## src/logic/crypt_ctl_map.svh

```systemverilog
// Register map, field positions and timing counts of the cipher control block
// Notes on behaviour
// - Writing run bit starts; reads one while busy
// - Writing run zero while busy aborts
// - Ready or error flag clears run bit
// - Self-launch when filled with all pointers zero
// - Soft reset wipes all but the bus pipeline next clock edge
// - Soft reset bit reads high one cycle
// - Direction bit: zero encrypts, one decrypts
// - Combine-load XORs state writes, else replaces
// - Start with access count not multiple-16 errors
// - Control access while running sets error
// - Error flag cleared by writing one
// - Ready flag set on completion; DMA request
// - Ready clears on first state read, write-one
// - Windows inert while running; host stays off
// - Key window returns the loaded key bytes after run
// - Nonzero level field enables interrupt on ready
// - Result ready 375 cycles after start
// - Four 4-bit pointers, increment and wrap
// - Control access zeroes all four pointers
// - Combine-load write advances both state pointers
`ifndef CRYPT_CTL_MAP_SVH
`define CRYPT_CTL_MAP_SVH

// Register indices; byte address is four times the index
`define CRYPT_IDX_CTRL   3'h0
`define CRYPT_IDX_FLAGS  3'h1
`define CRYPT_IDX_STATE  3'h2
`define CRYPT_IDX_KEY    3'h3
`define CRYPT_IDX_IRQ    3'h4

// Control register fields
`define CRYPT_CTRL_RUN   7
`define CRYPT_CTRL_AUTO  6
`define CRYPT_CTRL_SRST  5
`define CRYPT_CTRL_DIR   4
`define CRYPT_CTRL_XOR   2

// Flag register fields
`define CRYPT_FLAG_ERR   7
`define CRYPT_FLAG_RDY   0

// Reset values
`define CRYPT_RST_BYTE   8'h00
`define CRYPT_RST_PTR    4'h0

// Engine run length in peripheral clock cycles
`define CRYPT_RUN_CYCLES 9'd375

`endif

```

## src/logic/crypt_ctl_pkg.sv

```systemverilog
// Types shared by the cipher control block
`default_nettype none
package crypt_ctl_pkg;

	// Engine state
	typedef enum logic [0:0] {
		ENG_IDLE = 1'b0,
		ENG_RUN  = 1'b1
	} eng_state_e;

	// One byte of a memory
	typedef logic [7:0] byte_t;

	// Memory pointer
	typedef logic [3:0] ptr_t;

endpackage : crypt_ctl_pkg
`default_nettype wire

```

## src/logic/aes_block_cipher_control.sv

```systemverilog
// Register control, key and state memories of the block cipher engine
`timescale 1ns/100ps
`default_nettype none
`include "crypt_ctl_map.svh"

module aes_block_cipher_control
	import crypt_ctl_pkg::*;
(
	// Clock and reset
	input  wire logic        clk,
	input  wire logic        reset,
	// AHB-Lite slave
	input  wire logic        hsel,
	input  wire logic [31:0] haddr,
	input  wire logic [1:0]  htrans,
	input  wire logic        hwrite,
	input  wire logic [2:0]  hsize,
	input  wire logic [31:0] hwdata,
	input  wire logic        hready,
	output logic      [31:0] hrdata,
	output logic             hreadyout,
	output logic             hresp,
	// Requests to the system
	output logic             irq,
	output logic      [1:0]  irq_level,
	output logic             dma_req,
	output logic             busy
);

	// Bus pipeline state
	logic        ph_q;       // Data phase pending
	logic        wr_q;       // Data phase is a write
	logic [2:0]  idx_q;      // Register index
	logic        rdy_out_q;  // Registered hreadyout
	logic [31:0] rdata_q;    // Registered read data
	logic        resp_q;     // Always OKAY

	// Control and flags
	eng_state_e  st_q;       // Engine state
	eng_state_e  st_d;
	logic        auto_q;     // Self-launch enable
	logic        dir_q;      // Zero encrypts
	logic        xor_q;      // Combine-load mode
	logic        srst_q;     // Soft reset pulse
	logic        err_q;      // Error flag
	logic        err_d;
	logic        rdy_q;      // Result ready flag
	logic        rdy_d;
	logic [1:0]  lvl_q;      // Interrupt level
	logic [1:0]  lvl_d;
	logic        irq_q;      // Interrupt line
	logic [8:0]  cnt_q;      // Run cycle counter
	logic [3:0]  acc_q;      // Window accesses mod 16

	// Pointers and memories
	ptr_t        s_wp_q;     // State write pointer
	ptr_t        s_rp_q;     // State read pointer
	ptr_t        k_wp_q;     // Key write pointer
	ptr_t        k_rp_q;     // Key read pointer
	byte_t       s_mem [16]; // State memory
	byte_t       k_mem [16]; // Key memory

	// Decode
	wire         acc_now;
	wire  [2:0]  idx_in;
	wire         wr_ev;
	wire         rd_ev;
	wire         any_ev;
	wire         running;
	wire         ctl_ev;
	wire         flg_wr;
	wire         lvl_wr;
	wire         s_ev;
	wire         s_wr;
	wire         s_rd;
	wire         k_ev;
	wire         k_wr;
	wire         k_rd;
	wire  [7:0]  wdata;
	wire         wipe;
	wire         busy_err;
	wire         go_wr;
	wire         cnt_err;
	wire         go_man;
	wire         auto_go;
	wire         done;
	wire         err_set;
	wire         srst_wr;
	wire         rdy_clr;
	wire         err_clr;
	wire  [3:0]  s_rp_nx;
	wire  [7:0]  s_wval;
	wire  [7:0]  ctl_rd;
	wire  [7:0]  rd_byte;

	// Transfer taken in address phase
	assign acc_now = hsel & htrans[1] & hready;
	// Out-of-range addresses land on a reserved index
	assign idx_in  = (haddr[31:5] == 27'h0) ? haddr[4:2] : 3'h7;
	// Writes act in the data phase, reads in their wait cycle
	assign wr_ev   = ph_q & wr_q;
	assign rd_ev   = ph_q & ~wr_q & ~rdy_out_q;
	assign any_ev  = wr_ev | rd_ev;
	assign wdata   = hwdata[7:0];
	assign wipe    = reset | srst_q;
	assign running = (st_q == ENG_RUN);

	// Register selects
	assign ctl_ev  = any_ev & (idx_q == `CRYPT_IDX_CTRL);
	assign flg_wr  = wr_ev & (idx_q == `CRYPT_IDX_FLAGS);
	assign lvl_wr  = wr_ev & (idx_q == `CRYPT_IDX_IRQ);
	// Windows are dead while the engine runs
	assign s_ev    = any_ev & (idx_q == `CRYPT_IDX_STATE) & ~running;
	assign k_ev    = any_ev & (idx_q == `CRYPT_IDX_KEY) & ~running;
	assign s_wr    = s_ev & wr_q;
	assign s_rd    = s_ev & ~wr_q;
	assign k_wr    = k_ev & wr_q;
	assign k_rd    = k_ev & ~wr_q;

	// Any control access while running is illegal and stops the run
	assign busy_err = ctl_ev & running;
	// Explicit start, soft reset takes precedence
	assign go_wr   = ctl_ev & wr_q & ~running & wdata[`CRYPT_CTRL_RUN] & ~wdata[`CRYPT_CTRL_SRST];
	// Count taken before this access clears it
	assign cnt_err = go_wr & (acc_q != 4'h0);
	assign go_man  = go_wr & (acc_q == 4'h0);
	assign srst_wr = ctl_ev & wr_q & wdata[`CRYPT_CTRL_SRST];

	// State read pointer after this write
	assign s_rp_nx = xor_q ? s_rp_q + 4'h1 : s_rp_q;
	// Last state byte written with all pointers landing on zero
	assign auto_go = auto_q & s_wr & (s_wp_q == 4'hf) & (s_rp_nx == 4'h0)
		& (k_wp_q == 4'h0) & (k_rp_q == 4'h0);

	// Run completes on its last counted cycle
	assign done    = running & (cnt_q == `CRYPT_RUN_CYCLES - 9'd1);
	assign err_set = busy_err | cnt_err;

	// Flag clears; a set in the same cycle wins
	assign rdy_clr = (s_rd & (s_rp_q == 4'h0)) | (flg_wr & wdata[`CRYPT_FLAG_RDY]);
	assign err_clr = flg_wr & wdata[`CRYPT_FLAG_ERR];

	// Combine-load merges with the stored byte
	assign s_wval  = xor_q ? (s_mem[s_wp_q] ^ wdata) : wdata;

	// Control read view; reserved bits are zero
	assign ctl_rd  = {running, auto_q, srst_q, dir_q, 1'b0, xor_q, 2'b00};

	// Read mux; reserved offsets and blocked windows return zero
	assign rd_byte =
		(idx_q == `CRYPT_IDX_CTRL)  ? ctl_rd :
		(idx_q == `CRYPT_IDX_FLAGS) ? {err_q, 6'h00, rdy_q} :
		(idx_q == `CRYPT_IDX_STATE) ? (running ? 8'h00 : s_mem[s_rp_q]) :
		// After a run the key memory still holds the key bytes as loaded
		(idx_q == `CRYPT_IDX_KEY)   ? (running ? 8'h00 : k_mem[k_rp_q]) :
		(idx_q == `CRYPT_IDX_IRQ)   ? {6'h00, lvl_q} :
		8'h00;

	// Engine sequencing
	always_comb begin
		st_d = st_q;
		case (st_q)
			ENG_IDLE: begin
				// Manual or self launch
				if ((go_man | auto_go) & ~err_set) begin
					st_d = ENG_RUN;
				end
			end
			ENG_RUN: begin
				// Abort, error or completion drop the run bit
				if (err_set | done) begin
					st_d = ENG_IDLE;
				end
			end
			default: begin
				st_d = ENG_IDLE;
			end
		endcase
	end

	// Flag next values
	always_comb begin
		rdy_d = rdy_q;
		err_d = err_q;
		lvl_d = lvl_q;
		if (rdy_clr) begin
			rdy_d = 1'b0;
		end
		if (done) begin
			rdy_d = 1'b1;
		end
		if (err_clr) begin
			err_d = 1'b0;
		end
		if (err_set) begin
			err_d = 1'b1;
		end
		if (lvl_wr) begin
			lvl_d = wdata[1:0];
		end
	end

	// Bus pipeline; hard reset only, so a soft reset never tears a transfer
	always_ff @(posedge clk) begin
		if (reset) begin
			ph_q      <= 1'b0;
			wr_q      <= 1'b0;
			idx_q     <= 3'h0;
			rdy_out_q <= 1'b1;
			resp_q    <= 1'b0;
		end else if (hready) begin
			ph_q      <= acc_now;
			wr_q      <= hwrite;
			idx_q     <= idx_in;
			// Reads take one wait state for registered data
			rdy_out_q <= ~(acc_now & ~hwrite);
		end else begin
			rdy_out_q <= 1'b1;
		end
	end

	// Read data register
	always_ff @(posedge clk) begin
		if (reset) begin
			rdata_q <= 32'h0000_0000;
		end else if (rd_ev) begin
			rdata_q <= {24'h00_0000, rd_byte};
		end
	end

	// Engine state and run counter
	always_ff @(posedge clk) begin
		if (wipe) begin
			st_q  <= ENG_IDLE;
			cnt_q <= 9'd0;
		end else begin
			st_q  <= st_d;
			// Counter restarts at each launch
			cnt_q <= running ? cnt_q + 9'd1 : 9'd0;
		end
	end

	// Control bits, written only while idle
	always_ff @(posedge clk) begin
		if (wipe) begin
			auto_q <= 1'b0;
			dir_q  <= 1'b0;
			xor_q  <= 1'b0;
		end else if (ctl_ev & wr_q & ~running & ~srst_wr) begin
			auto_q <= wdata[`CRYPT_CTRL_AUTO];
			dir_q  <= wdata[`CRYPT_CTRL_DIR];
			xor_q  <= wdata[`CRYPT_CTRL_XOR];
		end
	end

	// Soft reset pulse, self-clearing through wipe
	always_ff @(posedge clk) begin
		if (wipe) begin
			srst_q <= 1'b0;
		end else begin
			srst_q <= srst_wr;
		end
	end

	// Flags and interrupt
	always_ff @(posedge clk) begin
		if (wipe) begin
			rdy_q <= 1'b0;
			err_q <= 1'b0;
			lvl_q <= 2'b00;
			irq_q <= 1'b0;
		end else begin
			rdy_q <= rdy_d;
			err_q <= err_d;
			lvl_q <= lvl_d;
			// Built from next values so it tracks the flag exactly
			irq_q <= rdy_d & (lvl_d != 2'b00);
		end
	end

	// Pointers and access count
	always_ff @(posedge clk) begin
		if (wipe | ctl_ev) begin
			s_wp_q <= `CRYPT_RST_PTR;
			s_rp_q <= `CRYPT_RST_PTR;
			k_wp_q <= `CRYPT_RST_PTR;
			k_rp_q <= `CRYPT_RST_PTR;
			acc_q  <= 4'h0;
		end else begin
			// Natural 4-bit wrap after sixteen accesses
			if (s_wr) begin
				s_wp_q <= s_wp_q + 4'h1;
				s_rp_q <= s_rp_nx;
			end else if (s_rd) begin
				s_rp_q <= s_rp_q + 4'h1;
			end
			if (k_wr) begin
				k_wp_q <= k_wp_q + 4'h1;
			end else if (k_rd) begin
				k_rp_q <= k_rp_q + 4'h1;
			end
			if (s_ev | k_ev) begin
				acc_q <= acc_q + 4'h1;
			end
		end
	end

	// Memories in flip-flops
	always_ff @(posedge clk) begin
		if (wipe) begin
			for (int i = 0; i < 16; i++) begin
				s_mem[i] <= `CRYPT_RST_BYTE;
				k_mem[i] <= `CRYPT_RST_BYTE;
			end
		end else begin
			if (s_wr) begin
				s_mem[s_wp_q] <= s_wval;
			end
			if (k_wr) begin
				k_mem[k_wp_q] <= wdata;
			end
		end
	end

	// Outputs
	assign hrdata    = rdata_q;
	assign hreadyout = rdy_out_q;
	assign hresp     = resp_q;
	assign irq       = irq_q;
	assign irq_level = lvl_q;
	assign dma_req   = rdy_q;
	assign busy      = running;
endmodule : aes_block_cipher_control
`default_nettype wire

```

## config.mk

```make
export PLATFORM = sky130hd
export DESIGN_NAME = aes_block_cipher_control
export DESIGN_NICKNAME = d
export VERILOG_FILES = /design/src/logic/crypt_ctl_pkg.sv /design/src/logic/aes_block_cipher_control.sv
export VERILOG_INCLUDE_DIRS = /design/src /design/src/logic
export SDC_FILE = /design/constraint.sdc
export NUM_CORES = 1
export LEC_CHECK = 0
export ABC_CLOCK_PERIOD_IN_PS = 5200
export BUFFER_PORTS_ARGS = -buffer_cell sky130_fd_sc_hd__buf_2
export CORE_MARGIN = 10
export CORE_UTILIZATION = 66
export DETAILED_ROUTE_END_ITERATION = 10
export PLACE_DENSITY = 0.86
export SYNTH_ARGS = -nofsm -noshare
export SYNTH_HDL_FRONTEND = slang
export SYNTH_SLANG_ARGS = --single-unit
```

## constraint.sdc

```tcl
create_clock -name clk -period 5.2 [get_ports clk]
set_clock_uncertainty 0.15 [all_clocks]
set_input_delay 1.04 -clock clk [delete_from_list [all_inputs] [get_ports clk]]
set_output_delay 1.04 -clock clk [all_outputs]
set_load 0.005 [all_outputs]
```

Word level (Yosys, flattened, before mapping). Memory sizes are Yosys's and may differ from the RTL's. A register that Yosys moved wholly into a read port is not among the register bits. Index checks and enable logic that the tools add are counted.

Word-level logic and storage cells: 146. Flip-flop bits (word level): 53. Memories: 2. Bits in writable memories: 256.

Memories: k_mem (depth 16, width 8, rd ports 1, clocked after Yosys merged registers in 1, wr ports 16, line aes_block_cipher_control.sv:61) `byte_t k_mem [16];`; s_mem (depth 16, width 8, rd ports 2, clocked after Yosys merged registers in 2, wr ports 16, line aes_block_cipher_control.sv:60) `byte_t s_mem [16];`.

Muxes and demuxes: 40. Reductions and logical operators: 16. Add/sub/neg operators: 6. Bitwise operators: 56. Eq/ne operators: 6.

Operators with widths (number): 8-bit 2-to-1 mux (9); 4-bit 2-to-1 mux (11); 1-bit bitwise AND (37); 27-bit logical NOT (1); 4-bit by 1-bit adder with 4-bit output (second input constant) (5); 4-bit logical NOT (5); 1-bit 2-to-1 mux (16); 8-bit OR reduction (2); 1-bit inverter (10); 9-bit by 1-bit adder with 9-bit output (second input constant) (1); 9-bit == test (second input constant) (1); 1-bit OR (8); 8-bit bitwise XOR (1); 3-bit by 2-bit == test with 1-bit output (second input constant) (2); 2-bit nonzero test (3); 4-bit == test (second input constant) (1); 2-bit 2-to-1 mux (2); 4-bit nonzero test (1); 2-bit OR reduction (2); 3-bit by 1-bit == test with 1-bit output (second input constant) (1); 3-bit == test (second input constant) (1); 3-bit logical NOT (1); 3-bit 2-to-1 mux (1); 1-bit case mux with 2 select lines (1); 2-bit AND reduction (1).

Logic depth before layout (Yosys ltp). Gate-level depths: netlist of the first run.

Depth after elaboration: 16. Depth in mapped cells: 8.

Least setup slack after synthesis of the first run. Ideal clock, no wire load.

Kind: input-to-reg. Start: input reset. End: memory k_mem[12][0] (netlist name) (enable). Data arrival time: 2798 ps. Setup time: 384 ps. Stages on the path: 7. Setup slack: 1868 ps. Cell sequence: buf_2 > or2_2 > clkbuf_1 > nor3_2 > nand2_1 > buf_2 > o21ai_0.

RTL lines: start: declaration (line aes_block_cipher_control.sv:11) `input wire logic reset,`; end: declaration (line aes_block_cipher_control.sv:61).

==> results.sh, run 1 <==
export IMPL_outcome="complete, no violations"
export IMPL_clock_latency_ns=0.57
export IMPL_vias=10718
export IMPL_grtUsageTotal=0.265
export IMPL_routed_wl_um=41800
export IMPL_io_pins=113
export IMPL_path_clk_slew_ns=0.07
export IMPL_fin_crit_sh=0.670
export IMPL_end_kind="flip-flop"
export IMPL_grt_setup_unrepaired="no"
export IMPL_fin_tns_setup_ns=0
export IMPL_hold_path_class="flip-flop to flip-flop"
export IMPL_nets=1351
export IMPL_min_period_ns=3.49
export IMPL_ir_worst_vdd_mv=0.304
export IMPL_worst_pin_slew_ns=1.15
export IMPL_drtIter0Drc=1827
export IMPL_post_cts_buffers=0
export IMPL_antenna_found_initial=0
export IMPL_fin_util=0.718
export IMPL_io_buffers=57
export IMPL_critical_path_buf_inv_count=1
export IMPL_place_hpwl_um=28500
export IMPL_place_congestion=0.931
export IMPL_start_util=0.668
export IMPL_drive_above_1_share=0.200
export IMPL_grt_pass1_wl_um=63500
export IMPL_max_freq_mhz=287
export IMPL_async_reset_ff_frac=0
export IMPL_synth_top_cell_area_share=0.475
export IMPL_gr_total_overflow=0
export IMPL_ys_types=69
export IMPL_die_h_um=177
export IMPL_avgSynthCellArea_um2=13.1
export IMPL_p_leak_nw=5.90
export IMPL_fp_coreArea_um2=24200
export IMPL_htree_levels=1
export IMPL_synth_area_leaders="edfxtp_1, mux4_2, dfxtp_1, nor2_1, and2_1"
export IMPL_regArea_um2=8990
export IMPL_grt_pass1_vias=10625
export IMPL_power_density_nw_per_um2=300
export IMPL_arrival_ns=3.61
export IMPL_slowest_stage="dfxtp_2"
export IMPL_critPathKind="flip-flop to flip-flop"
export IMPL_antenna_cells=0
export IMPL_grt_max_degree=36
export IMPL_maxSlewHeadroom=0.228
export IMPL_n_fill_cell=1554
export IMPL_cp_top_family="flip-flops"
export IMPL_synth_top_area_cell="edfxtp_1"
export IMPL_row_count=57
export IMPL_synthesis_area_um2=16200
export IMPL_cts_resized_gates=0
export IMPL_clock_sinks=321
export IMPL_syn2layout_area_growth_pct=7.54
export IMPL_dieArea_um2=31200
export IMPL_synth_seq_area_share=0.555
export IMPL_synth_common_cells="edfxtp_1, nor2_1, and2_1, mux4_2, dfxtp_1"
export IMPL_start_kind="flip-flop"
export IMPL_worstPathMaxFanout=25
export IMPL_cap_violations=0
export IMPL_setup_viol=0
export IMPL_multi_input_area_um2=6550
export IMPL_die_w_um=177
export IMPL_clock_root_buffer="clkbuf_16"
export IMPL_synth_most_common_cell="edfxtp_1"
export IMPL_ys_ff_latch=321
export IMPL_wl_per_cell_um=26.0
export IMPL_clock_path_buffers=3
export IMPL_cts_hold_buffers=0
export IMPL_synth_ff_type="edfxtp_1"
export IMPL_route_detailed_drc=0
export IMPL_cts_inserted_buffers=31
export IMPL_vias_per_cell=6.67
export IMPL_cp_cell_sequence="buf_4 > mux4_2 > mux2i_1 > o22ai_2 > xnor2_4 > nor2_1"
export IMPL_yosysWarnings=0
export IMPL_detail_route_antenna_nets=0
export IMPL_report_final_slew_viol_count=0
export IMPL_synth_cells=1238
export IMPL_synth_edf_count=256
export IMPL_cts_tree="done"
export IMPL_drt_first_pass_iters=6
export IMPL_slowest_delay_ns=0.93
export IMPL_crit_required_ns=5.32
export IMPL_finalHoldViolCount=0
-- cells by family after synthesis --
| kind of cell | count (synthesis) | synth area share |
|---|---|---|
| AND/OR/NAND/NOR | 503 | 0.160 |
| flip-flops | 321 | 0.555 |
| multiplexers | 143 | 0.162 |
| buffers and inverters | 136 | 0.0459 |
| AO/OA/AOI/OAI | 90 | 0.0392 |
| XOR/XNOR | 28 | 0.0244 |
| adder cells (fa/ha/maj) | 16 | 0.0124 |
| other | 1 | 0.000232 |
-- worst reg2reg max path, cell delays in order, from the launching register on --
cell     delay (ns)
dfxtp_2        0.93
buf_4          0.37
mux4_2         0.55
mux2i_1        0.26
o22ai_2        0.17
xnor2_4        0.57
nor2_1         0.20
-- power breakdown --
| part | switching, mW | total [mW] | internal [mW] |
|---|---|---|---|
| Combinational | 0.166 | 0.257 | 0.0911 |
| Sequential | 0.0562 | 2.91 | 2.86 |
| Clock | 0.965 | 2.05 | 1.09 |
-- metal layers --
| layer | vias up | global-route usage | share of wire |
|---|---|---|---|
| met5 | - | 0 | 0 |
| met2 | 706 | 0.445 | 0.51 |
| met1 | 5290 | 0.340 | 0.35 |
| met3 | 132 | 0.0370 | 0.095 |
| li1 | 4590 | - | - |
| met4 | 0 | 0.111 | 0.045 |
-- layout by cell type, fill, tap and decap left out, types with 26 or more instances in the layout --
cell       instances
nand4_1           26
buf_4             29
nand2_1           37
mux4_2            87
clkbuf_16         31
buf_2             57
nor2_1           194
dfxtp_1           62
edfxtp_1         256
mux2i_1           43
and2_1           116
-- final timing paths --
path / from / to / slack (ns) / cells after the start
max reg2reg: flip-flop / s_mem[2][4] / 1.71 / 6
min: hrdata[7] / hrdata[7] / 0.36 / 2
max: flip-flop / s_mem[2][4] / 1.71 / 6
min reg2reg: hrdata[7] / hrdata[7] / 0.36 / 2
-- stage by stage --
stage | hold slack (ns) | setup WS [ns] | area (um^2) | power, mW | std cells
6_report | 0.362 | 1.71 | 17400 | 5.22 | 1608
4_1_cts | 0.360 | 1.73 | 17400 | 5.21 | 1608
5_1_grt | 0.377 | 1.52 | 17400 | 5.32 | 1608
3_3_place_gp | 0.305 | 1.34 | 16500 | 3.19 | 1552
2_1_floorplan | 0.291 | 1.87 | 16300 | 3.12 | 1262
3_5_place_dp | 0.316 | 1.13 | 16500 | 3.21 | 1552
-- flip-flops by register name, indices dropped and copies added (netlist names), 2 cells and up, named ones only --
signal and count:
k_wp_q 4, s_rp_q 4, s_wp_q 4, s_mem 128
k_mem 128, hrdata 8, idx_q 3, k_rp_q 4
cnt_q 9, acc_q 4, irq_level 2
-- final cells by class --
cell class	instances	share of cell area
Sequential cell	321	0.517
Multi-Input combinational cell	805	0.376
Clock buffer	37	0.0459
Timing Repair Buffer	86	0.0289
Tap cell	324	0.0233
Clock inverter	19	0.00553
Inverter	16	0.00345
(Power assumes the default switching activity.)
==> run 2: changes to the inputs <==
--- a/config.mk
+++ b/config.mk
@@ -6,12 +6,12 @@
 export SDC_FILE = /design/constraint.sdc
 export NUM_CORES = 1
 export LEC_CHECK = 0
-export ABC_CLOCK_PERIOD_IN_PS = 5200
+export ABC_CLOCK_PERIOD_IN_PS = 3000
 export BUFFER_PORTS_ARGS = -buffer_cell sky130_fd_sc_hd__buf_2
 export CORE_MARGIN = 10
-export CORE_UTILIZATION = 66
+export CORE_UTILIZATION = 55
 export DETAILED_ROUTE_END_ITERATION = 10
-export PLACE_DENSITY = 0.86
+export PLACE_DENSITY = 0.77
 export SYNTH_ARGS = -nofsm -noshare
 export SYNTH_HDL_FRONTEND = slang
 export SYNTH_SLANG_ARGS = --single-unit
==> constraint.sdc (replaced) <==
create_clock -name clk -period 3 [get_ports clk]
set_clock_uncertainty 0.15 [all_clocks]
set_input_delay 0.6 -clock clk [delete_from_list [all_inputs] [get_ports clk]]
set_output_delay 0.6 -clock clk [all_outputs]
set_load 0.005 [all_outputs]
==> results.sh, run 2 (synthesized netlist as in run 1, its figures left out) <==
export IMPL_place_hpwl_um=28500
export IMPL_htree_levels=2
export IMPL_final_common_cell="edfxtp_1"
export IMPL_totalPowerFinal_mw=9.62
export IMPL_post_cts_buffers=0
export IMPL_drtIter0Drc=1171
export IMPL_outcome="complete, no violations"
export IMPL_finalHoldWorstSlack_ns=0.168
export IMPL_max_freq_mhz=380
export IMPL_reg2reg_depth=6
export IMPL_mostFrequentLayoutCells="edfxtp_1, nor2_1, and2_1, mux4_2, buf_4"
export IMPL_n_fill_cell=2214
export IMPL_clock_latency_ns=0.51
export IMPL_fin_tns_setup_ns=0
export IMPL_antenna_found_initial=0
export IMPL_largest_registers="k_mem (128), s_mem (128), cnt_q (9)"
export IMPL_start_util=0.561
export IMPL_fp_coreArea_um2=28900
export IMPL_dpl_worst_slack_ns=0.372
export IMPL_maxSlewHeadroom=0.542
export IMPL_antenna_cells=0
export IMPL_min_period_ns=2.63
export IMPL_die_h_um=192
export IMPL_wl_per_cell_um=24.0
export IMPL_cts_hold_buffers=0
export IMPL_io_pins=113
export IMPL_drive_above_1_share=0.233
export IMPL_end_kind="flip-flop"
export IMPL_path_clk_slew_ns=0.06
export IMPL_syn2layout_area_growth_pct=11.6
export IMPL_p_leak_nw=6.22
export IMPL_finalHoldViolCount=0
export IMPL_start_kind="flip-flop"
export IMPL_holdPathStages=2
export IMPL_vias_per_cell=6.15
export IMPL_cts_tree="done"
export IMPL_grt_pass1_wl_um=63300
export IMPL_critPathKind="flip-flop to flip-flop"
export IMPL_clock_path_buffers=3
export IMPL_cap_violations=0
export IMPL_route_detailed_drc=0
export IMPL_vias=10552
export IMPL_io_buffers=57
export IMPL_timing_final_ws_setup_ns=0.372
export IMPL_cts_inserted_buffers=35
export IMPL_dieArea_um2=36700
export IMPL_detail_route_antenna_nets=0
export IMPL_crit_required_ns=3.08
export IMPL_drt_first_pass_iters=5
export IMPL_report_final_slew_viol_count=0
export IMPL_worstPathMaxFanout=32
export IMPL_dpl_cell_area_um2=17000
export IMPL_cts_resized_gates=0
export IMPL_grtUsageTotal=0.227
export IMPL_grt_pass1_vias=10751
export IMPL_row_count=62
export IMPL_hold_path_class="input pin to flip-flop"
export IMPL_place_congestion=0.874
export IMPL_nets=1400
export IMPL_ir_worst_vdd_mv=0.435
export IMPL_worst_pin_slew_ns=0.681
export IMPL_fin_crit_sh=0.876
export IMPL_grt_max_degree=36
export IMPL_die_w_um=192
export IMPL_clock_sinks=321
export IMPL_design_area_um2=18100
export IMPL_arrival_ns=2.71
export IMPL_power_density_nw_per_um2=533
export IMPL_clock_root_buffer="clkbuf_16"
export IMPL_gr_total_overflow=0
export IMPL_setup_viol=0
export IMPL_routed_wl_um=41200
export IMPL_grt_setup_unrepaired="no"
run 2: critical path, cell delays in order (launching register included):
cell	delay, ns
dfxtp_2	0.34
buf_12	0.26
mux4_1	0.63
mux2i_1	0.23
o22ai_2	0.15
xnor2_4	0.48
nor2_1	0.10
run 2: area by class of cell:
class | instances | area, um^2 | area share
Clock buffer | 47 | 931 | 0.0515
Clock inverter | 13 | 149 | 0.00824
Inverter | 16 | 60.1 | 0.00333
Multi-Input combinational cell | 805 | 6560 | 0.363
Sequential cell | 321 | 8990 | 0.498
Tap cell | 384 | 480 | 0.0266
Timing Repair Buffer | 131 | 891 | 0.0493
run 2: stage by stage:
stage	util	cells
2_1_floorplan	-	1262
3_3_place_gp	0.588	1657
3_5_place_dp	0.588	1657
5_1_grt	0.626	1717
4_1_cts	0.626	1717
6_report	0.626	1717
run 2: path summary, 6_finish.rpt:
check	from	to	slack (ns)
max reg2reg	flip-flop	s_mem[2][0]	0.37
min reg2reg	cnt_q[0]	cnt_q[0]	0.35
max	flip-flop	s_mem[2][0]	0.37
min	htrans[1]	hreadyout	0.17
run 2: layer usage:
layer  vias to the layer above  routed length, um  global-route usage
met5                         -                  0                   0
met4                         0               1770              0.0995
met3                       115               3590              0.0372
met2                       538              20700               0.381
met1                      5216              15200               0.285
li1                       4683                  -                   -
run 2: power breakdown:
| part | switching [mW] | leakage, nW | total, mW | internal, mW |
|---|---|---|---|---|
| logic | 0.309 | 2.66 | 0.482 | 0.173 |
| clock network | 1.68 | 0.528 | 4.12 | 2.44 |
| registers | 0.0663 | 3.03 | 5.02 | 4.95 |
